[config.mk]
export PLATFORM = sky130hd
export DESIGN_NAME = cwdu_watchdog
export DESIGN_NICKNAME = d
export VERILOG_FILES = /design/src/design/cwdu_pkg.sv /design/src/design/cwdu_watchdog.sv /design/src/design/cwdu_interval_timer.sv
export VERILOG_INCLUDE_DIRS = /design/src /design/src/design
export SDC_FILE = /design/constraint.sdc
export NUM_CORES = 1
export LEC_CHECK = 0
export ABC_CLOCK_PERIOD_IN_PS = 1700
export BUFFER_PORTS_ARGS = -buffer_cell sky130_fd_sc_hd__clkbuf_2
export CORE_UTILIZATION = 25
export CTS_BUF_LIST = sky130_fd_sc_hd__clkbuf_8 sky130_fd_sc_hd__clkbuf_16
export CTS_CLUSTER_DIAMETER = 200
export DETAILED_ROUTE_END_ITERATION = 16
export GPL_ROUTABILITY_DRIVEN = 0
export PLACE_DENSITY = 0.41
export SYNTH_ARGS = -nofsm -noshare
export SYNTH_HDL_FRONTEND = slang
export SYNTH_SLANG_ARGS = --single-unit
[constraint.sdc]
create_clock -name ref_clk -period 1.7 [get_ports ref_clk]
set_input_delay 0.085 -clock ref_clk [delete_from_list [all_inputs] [get_ports ref_clk]]
set_output_delay 0.085 -clock ref_clk [all_outputs]
set_load 0.02 [all_outputs]
[src/design/cwdu_map.svh]
// Notes on behaviour
// - The relay stays energised only while the toggle output changes within every 200 ms.
// - If the toggle output does not change within the supervision interval, the relay drops out.
// - The relay state reads back on status input 0x1fab, with 1 meaning the relay is energised.
// - Toggle output address 0xff is never passed on to digital I/O modules.
// - The software watchdog arms on the first watchdog system write with operand 1 or 2 and needs a retrigger every 200 ms.
// - With operand 1 a missed retrigger within 200 ms gives a cold start.
// - With operand 2 a missed retrigger first calls fault handler block zero, then a cold start.
// - Each fault handler call is logged, marking watchdog cause apart from supply fault cause.
`ifndef CWDU_MAP_SVH
`define CWDU_MAP_SVH

`define CWDU_IO_ADDR_W 13
`define CWDU_ADDR_TOGGLE 13'h00ff
`define CWDU_ADDR_STATUS 13'h1fab
`define CWDU_SYSTEM_WRITE_INSTRUCTION_WDOG 16'h03e8
`define CWDU_OP_OFF 2'h0
`define CWDU_OP_COLD 2'h1
`define CWDU_OP_HANDLER 2'h2
`define CWDU_CLK_MHZ 100
`define CWDU_TICK_US 1000
`define CWDU_TIMEOUT_MS 200

`endif

[src/design/cwdu_pkg.sv]
package cwdu_pkg;

    typedef enum logic [3:0]
    {
        CWDU_SW_OFF = 4'b0001,
        CWDU_SW_ARMED = 4'b0010,
        CWDU_SW_HANDLER = 4'b0100,
        CWDU_SW_COLD = 4'b1000
    } cwdu_sw_state_t;

    typedef enum logic [1:0]
    {
        CWDU_HIST_NONE = 2'h0,
        CWDU_HIST_SUPPLY = 2'h1,
        CWDU_HIST_WDOG = 2'h2
    } cwdu_hist_t;

endpackage : cwdu_pkg

[src/design/cwdu_watchdog.sv]
`include "cwdu_map.svh"

module cwdu_watchdog
#(
    parameter int MS_CYCLES = `CWDU_TICK_US * `CWDU_CLK_MHZ,
    parameter int TIMEOUT_MS = `CWDU_TIMEOUT_MS
)
(
    input wire logic ref_clk,
    input wire logic rst_b,
    input wire logic io_wr_en,
    input wire logic io_rd_en,
    input wire logic [`CWDU_IO_ADDR_W-1:0] io_addr,
    input wire logic io_wr_data,
    input wire logic system_write_instruction_valid,
    input wire logic [15:0] system_write_instruction_code,
    input wire logic [1:0] system_write_instruction_operand,
    input wire logic supply_fault,
    output logic io_module_wr_en,
    output logic [`CWDU_IO_ADDR_W-1:0] io_module_addr,
    output logic io_module_wr_data,
    output logic io_rd_hit,
    output logic io_rd_data,
    output logic wd_toggle_out,
    output logic relay_on,
    output logic sw_active,
    output logic fault_handler_call,
    output logic cold_start,
    output logic hist_valid,
    output cwdu_pkg::cwdu_hist_t hist_code
);
    import cwdu_pkg::*;

    localparam int DW = $clog2(MS_CYCLES);

    ////////////////////////////////////////////////////////////////////////
    // Millisecond time base
    logic [DW-1:0] div_cnt;
    logic [DW-1:0] next_div_cnt;
    logic ms_tick;
    logic next_ms_tick;

    always_comb
    begin
        next_ms_tick = (div_cnt == DW'(MS_CYCLES - 1));
        next_div_cnt = next_ms_tick ? '0 : div_cnt + DW'(1);
    end

    always_ff @(posedge ref_clk or negedge rst_b)
    begin
        if (!rst_b)
        begin
            div_cnt <= '0;
            ms_tick <= 1'b0;
        end
        else
        begin
            div_cnt <= next_div_cnt;
            ms_tick <= next_ms_tick;
        end
    end

    ////////////////////////////////////////////////////////////////////////
    // I/O access: toggle output, status input, pass-through to modules
    function automatic logic addr_is(input logic [`CWDU_IO_ADDR_W-1:0] a,
                                     input logic [`CWDU_IO_ADDR_W-1:0] b);
        addr_is = (a == b);
    endfunction : addr_is

    logic hw_expired;
    logic toggle_change;
    logic next_toggle;
    logic next_relay;
    logic next_mod_wr;
    logic next_rd_hit;
    logic next_rd_data;

    always_comb
    begin
        toggle_change = io_wr_en && addr_is(io_addr, `CWDU_ADDR_TOGGLE)
            && (io_wr_data != wd_toggle_out);
        next_toggle = toggle_change ? io_wr_data : wd_toggle_out;
        next_relay = relay_on;
        if (toggle_change)
        begin
            next_relay = 1'b1;
        end
        else if (hw_expired)
        begin
            next_relay = 1'b0;
        end
        next_mod_wr = io_wr_en && !addr_is(io_addr, `CWDU_ADDR_TOGGLE);
        next_rd_hit = io_rd_en && addr_is(io_addr, `CWDU_ADDR_STATUS);
        next_rd_data = next_rd_hit && relay_on;
    end

    always_ff @(posedge ref_clk or negedge rst_b)
    begin
        if (!rst_b)
        begin
            wd_toggle_out <= 1'b0;
            relay_on <= 1'b0;
            io_module_wr_en <= 1'b0;
            io_module_addr <= '0;
            io_module_wr_data <= 1'b0;
            io_rd_hit <= 1'b0;
            io_rd_data <= 1'b0;
        end
        else
        begin
            wd_toggle_out <= next_toggle;
            relay_on <= next_relay;
            io_module_wr_en <= next_mod_wr;
            io_module_addr <= io_addr;
            io_module_wr_data <= io_wr_data;
            io_rd_hit <= next_rd_hit;
            io_rd_data <= next_rd_data;
        end
    end

    cwdu_interval_timer #(.LIMIT(TIMEOUT_MS)) u_hw_timer
    (
        .ref_clk(ref_clk),
        .rst_b(rst_b),
        .tick(ms_tick),
        .run(relay_on),
        .restart(toggle_change),
        .expired(hw_expired)
    );

    ////////////////////////////////////////////////////////////////////////
    // Software watchdog
    cwdu_sw_state_t sw_state;
    cwdu_sw_state_t next_sw_state;
    logic [1:0] sw_mode;
    logic [1:0] next_sw_mode;
    logic sw_expired;
    logic wd_cmd;
    logic retrigger;
    logic next_call;
    logic next_cold;

    always_comb
    begin
        wd_cmd = system_write_instruction_valid && (system_write_instruction_code == `CWDU_SYSTEM_WRITE_INSTRUCTION_WDOG);
        retrigger = 1'b0;
        next_sw_state = sw_state;
        next_sw_mode = sw_mode;
        next_call = 1'b0;
        next_cold = 1'b0;
        case (sw_state)
            CWDU_SW_OFF, CWDU_SW_ARMED:
            begin
                if (sw_state == CWDU_SW_ARMED && sw_expired)
                begin
                    if (sw_mode == `CWDU_OP_HANDLER)
                    begin
                        next_sw_state = CWDU_SW_HANDLER;
                        next_call = 1'b1;
                    end
                    else
                    begin
                        next_sw_state = CWDU_SW_COLD;
                        next_cold = 1'b1;
                    end
                end
                else if (wd_cmd && system_write_instruction_operand == `CWDU_OP_OFF)
                begin
                    next_sw_state = CWDU_SW_OFF;
                end
                else if (wd_cmd && (system_write_instruction_operand == `CWDU_OP_COLD
                    || system_write_instruction_operand == `CWDU_OP_HANDLER))
                begin
                    next_sw_state = CWDU_SW_ARMED;
                    next_sw_mode = system_write_instruction_operand;
                    retrigger = 1'b1;
                end
            end
            CWDU_SW_HANDLER:
            begin
                next_sw_state = CWDU_SW_COLD;
                next_cold = 1'b1;
            end
            CWDU_SW_COLD:
            begin
                next_sw_state = CWDU_SW_OFF;
            end
            default:
            begin
                next_sw_state = CWDU_SW_OFF;
            end
        endcase
    end

    always_ff @(posedge ref_clk or negedge rst_b)
    begin
        if (!rst_b)
        begin
            sw_state <= CWDU_SW_OFF;
            sw_mode <= `CWDU_OP_OFF;
            sw_active <= 1'b0;
            cold_start <= 1'b0;
        end
        else
        begin
            sw_state <= next_sw_state;
            sw_mode <= next_sw_mode;
            sw_active <= (next_sw_state == CWDU_SW_ARMED);
            cold_start <= next_cold;
        end
    end

    cwdu_interval_timer #(.LIMIT(TIMEOUT_MS)) u_sw_timer
    (
        .ref_clk(ref_clk),
        .rst_b(rst_b),
        .tick(ms_tick),
        .run(sw_state == CWDU_SW_ARMED),
        .restart(retrigger),
        .expired(sw_expired)
    );

    ////////////////////////////////////////////////////////////////////////
    // Supply fault input and history log
    logic [2:0] sf_sync;
    logic sf_level;
    logic sf_pend;
    logic next_sf_level;
    logic next_sf_pend;
    logic next_hist_valid;
    cwdu_hist_t next_hist_code;

    always_comb
    begin
        next_sf_level = (sf_sync[1] == sf_sync[2]) ? sf_sync[2] : sf_level;
        next_sf_pend = sf_pend || (next_sf_level && !sf_level);
        next_hist_valid = 1'b0;
        next_hist_code = CWDU_HIST_NONE;
        if (next_call)
        begin
            next_hist_valid = 1'b1;
            next_hist_code = CWDU_HIST_WDOG;
        end
        else if (sf_pend)
        begin
            next_hist_valid = 1'b1;
            next_hist_code = CWDU_HIST_SUPPLY;
            next_sf_pend = next_sf_level && !sf_level;
        end
    end

    always_ff @(posedge ref_clk or negedge rst_b)
    begin
        if (!rst_b)
        begin
            sf_sync <= 3'h0;
            sf_level <= 1'b0;
            sf_pend <= 1'b0;
            hist_valid <= 1'b0;
            hist_code <= CWDU_HIST_NONE;
            fault_handler_call <= 1'b0;
        end
        else
        begin
            sf_sync <= {sf_sync[1:0], supply_fault};
            sf_level <= next_sf_level;
            sf_pend <= next_sf_pend;
            hist_valid <= next_hist_valid;
            hist_code <= next_hist_code;
            fault_handler_call <= next_hist_valid;
        end
    end
endmodule : cwdu_watchdog

[src/design/cwdu_interval_timer.sv]
module cwdu_interval_timer
#(
    parameter int LIMIT = 200
)
(
    input wire logic ref_clk,
    input wire logic rst_b,
    input wire logic tick,
    input wire logic run,
    input wire logic restart,
    output logic expired
);
    localparam int CW = $clog2(LIMIT + 1);

    logic [CW-1:0] count;
    logic [CW-1:0] next_count;
    logic next_expired;

    // Counts time base ticks since the last restart; one pulse at the limit
    always_comb
    begin
        next_count = count;
        next_expired = 1'b0;
        if (!run || restart)
        begin
            next_count = '0;
        end
        else if (tick)
        begin
            if (count == CW'(LIMIT - 1))
            begin
                next_count = '0;
                next_expired = 1'b1;
            end
            else
            begin
                next_count = count + CW'(1);
            end
        end
    end

    always_ff @(posedge ref_clk or negedge rst_b)
    begin
        if (!rst_b)
        begin
            count <= '0;
            expired <= 1'b0;
        end
        else
        begin
            count <= next_count;
            expired <= next_expired;
        end
    end

endmodule : cwdu_interval_timer

==> results of run 1 <==
[kinds of logic (layout without fill, tap and decap cells)]
kind of cell	count (synthesis)	count (layout)	synth area share
AOI/OAI and AO/OA	26	26	0.0546
xor gates and xnor gates	20	20	0.0584
adders and majority gates	5	5	0.0200
buffers and inverters	12	125	0.0175
DFF	71	71	0.592
muxes	6	6	0.0229
and+or+nand+nor	123	123	0.234
[flip-flops by register name (all words and copies together) (netlist names), 2 cells and up]
signal and flops:
div_cnt 17, io_module_addr 13, u_hw_timer.count 8, u_sw_timer.count 8, sw_state 4, sf_sync 3, hist_code 2, sw_mode 2
[worst paths after layout]
| path | start | to | slack [ns] | cells past startpoint |
|---|---|---|---|---|
| max | u_hw_timer.count[0]$_DFFE_PN0P_ | u_hw_timer.count[0]$_DFFE_PN0P_ | 0.11 | 6 |
| min in group asynchronous | rst_b | io_module_addr[12]$_DFF_PN0_ | 0.24 | 2 |
| min reg2reg | sf_sync[0]$_DFF_PN0_ | sf_sync[1]$_DFF_PN0_ | 0.37 | 0 |
| min | system_write_instruction_operand[0] | sw_mode[0]$_DFFE_PN0P_ | 0.03 | 2 |
| max reg2reg | u_hw_timer.count[0]$_DFFE_PN0P_ | u_hw_timer.count[0]$_DFFE_PN0P_ | 0.11 | 6 |
| max in group asynchronous | rst_b | sw_state[0]$_DFF_PN1_ | 0.85 | 3 |
[layout make-up]
cell class	count	area share
tap	143	0.0422
inverter	7	0.00620
timing repair buffer	102	0.160
sequential	71	0.420
multi-input combinational	180	0.279
clock buffer	10	0.0564
clock inverter	6	0.0366
[where the power goes]
part / total (mW) / switching [mW] / internal (mW)
logic: 0.315 / 0.161 / 0.154
registers: 1.76 / 0.0176 / 1.74
clock network: 2.44 / 0.671 / 1.77
total: 4.51 / 0.850 / 3.66
[routing by layer]
layer | vias up | part of all wire | routed length [um] | track usage
li1 | 1147 | - | - | -
met1 | 1047 | 0.47 | 2980 | 0.145
met2 | 45 | 0.46 | 2960 | 0.177
met3 | 7 | 0.057 | 366 | 0.0468
met4 | 0 | 0.012 | 74 | 0.0378
met5 | - | 0 | 0 | 0
[worst register-to-register path, stage by stage, from the launching register on]
cell and delay, ns:
dfrtp_1 0.39, ha_2 0.20, nand4_1 0.09, or4_4 0.46
nor3b_1 0.16, a21oi_1 0.13, nor2_1 0.05
[layout by cell type, fill, tap and decap left out, drive strengths merged, types with 7 or more instances in the layout]
master	count
nand2	21
dfrtp	70
clkbuf	71
nand4	9
a21oi	11
and3	7
xnor2	8
nor3	9
buf	24
dlygate4sd3	17
nand3	17
xor2	12
nor2	26
inv	7
[metrics by stage]
step | total power [mW] | setup WS (ns) | util | instance area, um2 | instances
finish | 4.51 | 0.111 | 0.366 | 4240 | 519
global route | 4.70 | -0.0333 | 0.366 | 4240 | 519
CTS | 4.59 | 0.0323 | 0.365 | 4230 | 519
detailed placement | 2.07 | -0.0289 | 0.317 | 3660 | 486
global placement | 2.07 | -0.00825 | 0.317 | 3660 | 486
floorplan | 1.90 | 0.0245 | - | 3000 | 263
[timing repair]
action                                 4_1_cts  5_1_grt
endpoints found under the hold margin       31        0
pin swaps                                    1        0
setup buffers                                0        0
hold buffers                                17        0
cloned                                       0        0
resized for setup                            0        3
setup endpoints to repair                    2        5
==> results.json, run 1 <==
{
  "outcome": "finished, violations left",
  "violations": "design-rule violations",
  "num_rows": 39,
  "grt_overflow_total": 0,
  "clk_path_buf_depth": 2,
  "track_usage": 0.115,
  "ir_worst_vdd_mv": 0.517,
  "grt_pass1_wl_mm": 11.1,
  "cp_data_required_time_ns": 1.91,
  "hold_violations": 0,
  "ys_warn_count": 0,
  "skew_ns": 0.00485,
  "clock-sinks": 71,
  "yosys-top-cells-count": "dfrtp_1, nor2_1, nand2_1, nand3_1, xor2_1",
  "cts_htree_levels": 3,
  "ys.flop_type": "dfrtp_1",
  "tritoncts": "built",
  "start_util": 0.260,
  "ys_seq_area_frac": 0.592,
  "fin_setup_tns_ns": 0,
  "power_density_nw_per_um2": 1060,
  "synth-seq-cells": 71,
  "cts_made_buffers": 9,
  "rsz0062_at_grt": "yes",
  "drc_errors": 8,
  "synthCells": 263,
  "min_period_ns": 1.59,
  "layout-drive-gt1-share": 0.316,
  "synth_area_per_cell_um2": 11.4,
  "numPortBuffers": 62,
  "async_flop_share": 1.00,
  "hold_class": "in -> reg",
  "diodes": 0,
  "drt-total-wl_mm": 6.39,
  "multi_input_area_um2": 1180,
  "setup_viol": 0,
  "crit_arrival_ns": 1.80,
  "critPathCaptureType": "flop",
  "syn-cell-area_um2": 3000,
  "slowest_stage": "or4_4",
  "max-cap-violations": 0,
  "dp_hpwl_mm": 4.69,
  "die_area_um2": 12400,
  "path_max_fanout": 6,
  "core_um2": 11600,
  "synthTopCellsByArea": "dfrtp_1, xor2_1, nor2_1, nand3_1, nand2_1",
  "synth_cell_type_count": 47,
  "cp_top_family": "simple AND/OR/NAND/NOR gates",
  "worstSetupStartpointType": "flop",
  "seq_area_um2": 1780,
  "synth_top_cell_by_area": "dfrtp_1",
  "maxSlewViolCount": 0,
  "fin_hold_ws_ns": 0.0337,
  "cts-root-buf": "clkbuf_16",
  "period_share": 0.935,
  "max_freq_ghz": 0.629,
  "p_leak_nw": 2.01,
  "grt_max_degree": 28,
  "firstDrtPassIters": 12,
  "ant_nets": 0,
  "die_w_um": 112,
  "fillers": 1131,
  "slowest_delay_ns": 0.46,
  "crit_path_cell_trace": "ha_2 > nand4_1 > or4_4 > nor3b_1 > a21oi_1 > nor2_1",
  "clkTransAtPathRegs_ns": 0.05,
  "synth_edf_count": 0,
  "area_growth_pct": 41.1,
  "grt_pass1_vias": 2307,
  "fin_nets": 413,
  "tightest_slew_ns": 0.441,
  "chipHeight_um": 112,
  "syn_nets": 305,
  "antenna_found_initial": 0,
  "clock_latency_ns": 0.33,
  "avgViaCountPerCell": 4.33,
  "path_class": "reg -> reg",
  "worstPathBufferInverterCount": 0,
  "drt_iter0_drc": 71,
  "slew_headroom": 0.706,
  "io_pins": 63,
  "yosysTopAreaCellShare": 0.584,
  "via_count": 2246,
  "wl_per_cell_um": 12.3,
  "synth_most_common_cell": "dfrtp_1"
}
Power figures use the tool's default switching activity.
==> inputs of run 2 (changes only) <==
==> constraint.sdc (replaced) <==
create_clock -name ref_clk -period 1.7 [get_ports ref_clk]
set_input_delay 0.255 -clock ref_clk [delete_from_list [all_inputs] [get_ports ref_clk]]
set_output_delay 0.255 -clock ref_clk [all_outputs]
set_load 0.02 [all_outputs]
==> run 2 against run 1 <==
  * The flow still finishes with violations (design-rule violations)
  * Die area unchanged
  * Global-route usage is 0.13 points higher
  * Routed wire length is 2.1% higher
  * Non-clock buffer count is 10 lower
  * Worst hold slack worse by 0.0046 ns
  * Final area shrank 4.3%
  * Combinational power increased by 6%
==> results.json, run 2 (synthesis results as in run 1) <==
{
  "dp_hpwl_mm": 4.83,
  "layout-drive-gt1-share": 0.339,
  "avgViaCountPerCell": 4.46,
  "utilization": 0.350,
  "ant_nets": 0,
  "die_area_um2": 12400,
  "max-cap-violations": 0,
  "grt_overflow_total": 0,
  "crit_path_cell_trace": "buf_4 > buf_4 > nor2b_1 > and2_1 > and4b_1 > or2_2",
  "fin_hold_ws_ns": 0.0291,
  "start_util": 0.260,
  "num_rows": 39,
  "clock-sinks": 71,
  "antenna_found_initial": 0,
  "numPortBuffers": 62,
  "crit_arrival_ns": 1.83,
  "path_class": "reg -> reg",
  "slew_headroom": 0.641,
  "cts_htree_levels": 3,
  "die_w_um": 112,
  "fin_area_um2": 4050,
  "largest_reg_flops": 17,
  "worstSetupStartpointType": "flop",
  "via_count": 2271,
  "setup_viol": 0,
  "drt-total-wl_mm": 6.52,
  "min_period_ns": 1.61,
  "layout_commonest_cell": "dfrtp_1",
  "top_regs": "div_cnt: 17 flops, io_module_addr: 13 flops",
  "grt_pass1_wl_mm": 11.2,
  "fin_nets": 403,
  "critPathCaptureType": "flop",
  "cp_data_required_time_ns": 1.91,
  "outcome": "finished, violations left",
  "io_pins": 63,
  "wl_per_cell_um": 12.8,
  "path_max_fanout": 4,
  "power_density_nw_per_um2": 987,
  "hold_violations": 0,
  "core_um2": 11600,
  "maxSlewViolCount": 0,
  "ir_worst_vdd_mv": 0.563,
  "grt_max_degree": 31,
  "clkTransAtPathRegs_ns": 0.06,
  "slowest_delay_ns": 0.54,
  "drt_iter0_drc": 85,
  "cts-root-buf": "clkbuf_16",
  "clock_latency_ns": 0.33,
  "grt_pass1_vias": 2301,
  "hold_class": "in -> reg",
  "p_leak_nw": 1.94,
  "slowest_stage": "dfstp_2",
  "diodes": 0,
  "max_freq_ghz": 0.620,
  "skew_ns": 0.00564,
  "tritoncts": "built",
  "tightest_slew_ns": 0.539,
  "placedInstanceArea_um2": 3720,
  "dp_cells": 492,
  "cpMostUsedCell": "buf_4",
  "period_share": 0.949,
  "firstDrtPassIters": 12,
  "drc_errors": 7,
  "violations": "design-rule violations",
  "track_usage": 0.116,
  "final_cell_mix": "dfrtp_1, clkbuf_2, nor2_1, buf_4, nand2_1",
  "chipHeight_um": 112,
  "clk_path_buf_depth": 2,
  "largest-register": "div_cnt",
  "cts_made_buffers": 9,
  "postCtsSetupBuffers": 0,
  "fin_cells": 509,
  "area_growth_pct": 35.0
}
-- run 2: changes by cell type in the layout (fill, tap and decap cells not counted), sizes merged --
cell,previous run,this run
bufinv,5,1
inv,7,8
dlygate4sd3,17,1
buf,24,30
clkbuf,71,72
clkinvlp,0,2
-- run 2: worst max-delay path, delay by kind of cell, from the launching register on --
kind / cells / cell delay, ns
buffers and inverters: 2 / 0.22
flip-flops: 1 / 0.54
AND/OR/NAND/NOR: 4 / 0.73
-- run 2: per-stage QoR --
stage	worst slack, ns	setup TNS, ns	total power, mW
global route	-0.00689	-0.0134	4.19
floorplan	0.0245	0	1.90
global placement	-0.0132	-0.0259	2.12
finish	0.0865	0	4.00
detailed placement	-0.0320	-0.140	2.12
CTS	0.0309	0	4.08
-- run 2: what timing repair did --
action	in CTS	in global routing
endpoints found under the setup margin	2	6
gates cloned	0	0
hold endpoints to repair	19	0
hold buffers	1	0
pin swaps	1	0
gates resized for setup	0	3
-- run 2: final timing paths --
path | start | end | slack, ns | cells past startpoint
max in group asynchronous | rst_b | sw_state[0]$_DFF_PN1_ | 0.68 | 3
min in group asynchronous | rst_b | io_module_addr[2]$_DFF_PN0_ | 0.44 | 2
max reg2reg | sw_state[0]$_DFF_PN1_ | hist_valid$_DFF_PN0_ | 0.09 | 6
min reg2reg | sf_sync[0]$_DFF_PN0_ | sf_sync[1]$_DFF_PN0_ | 0.35 | 0
min | supply_fault | sf_sync[0]$_DFF_PN0_ | 0.03 | 1
max | sw_state[0]$_DFF_PN1_ | hist_valid$_DFF_PN0_ | 0.09 | 6
-- run 2: final cells by class --
cell class              instances  area (um2)
fillers                      1148        7510
flip-flops and latches         71        1780
multi-input cells             180        1180
repair buffers                 92         576
clock buffers                  11         253
well taps                     143         179
clock inverters                 5        57.6
inverters                       7        26.3
-- run 2: power by group --
part | switching [mW] | internal (mW)
logic | 0.167 | 0.166
registers | 0.0186 | 1.74
clock network | 0.695 | 1.21
-- run 2: routing by layer --
layer | vias up | GRT usage | wire length (um)
met5 | - | 0 | 0
met4 | 0 | 0.0486 | 101
met3 | 9 | 0.0435 | 376
met2 | 56 | 0.183 | 3090
met1 | 1078 | 0.142 | 2950
li1 | 1128 | - | -
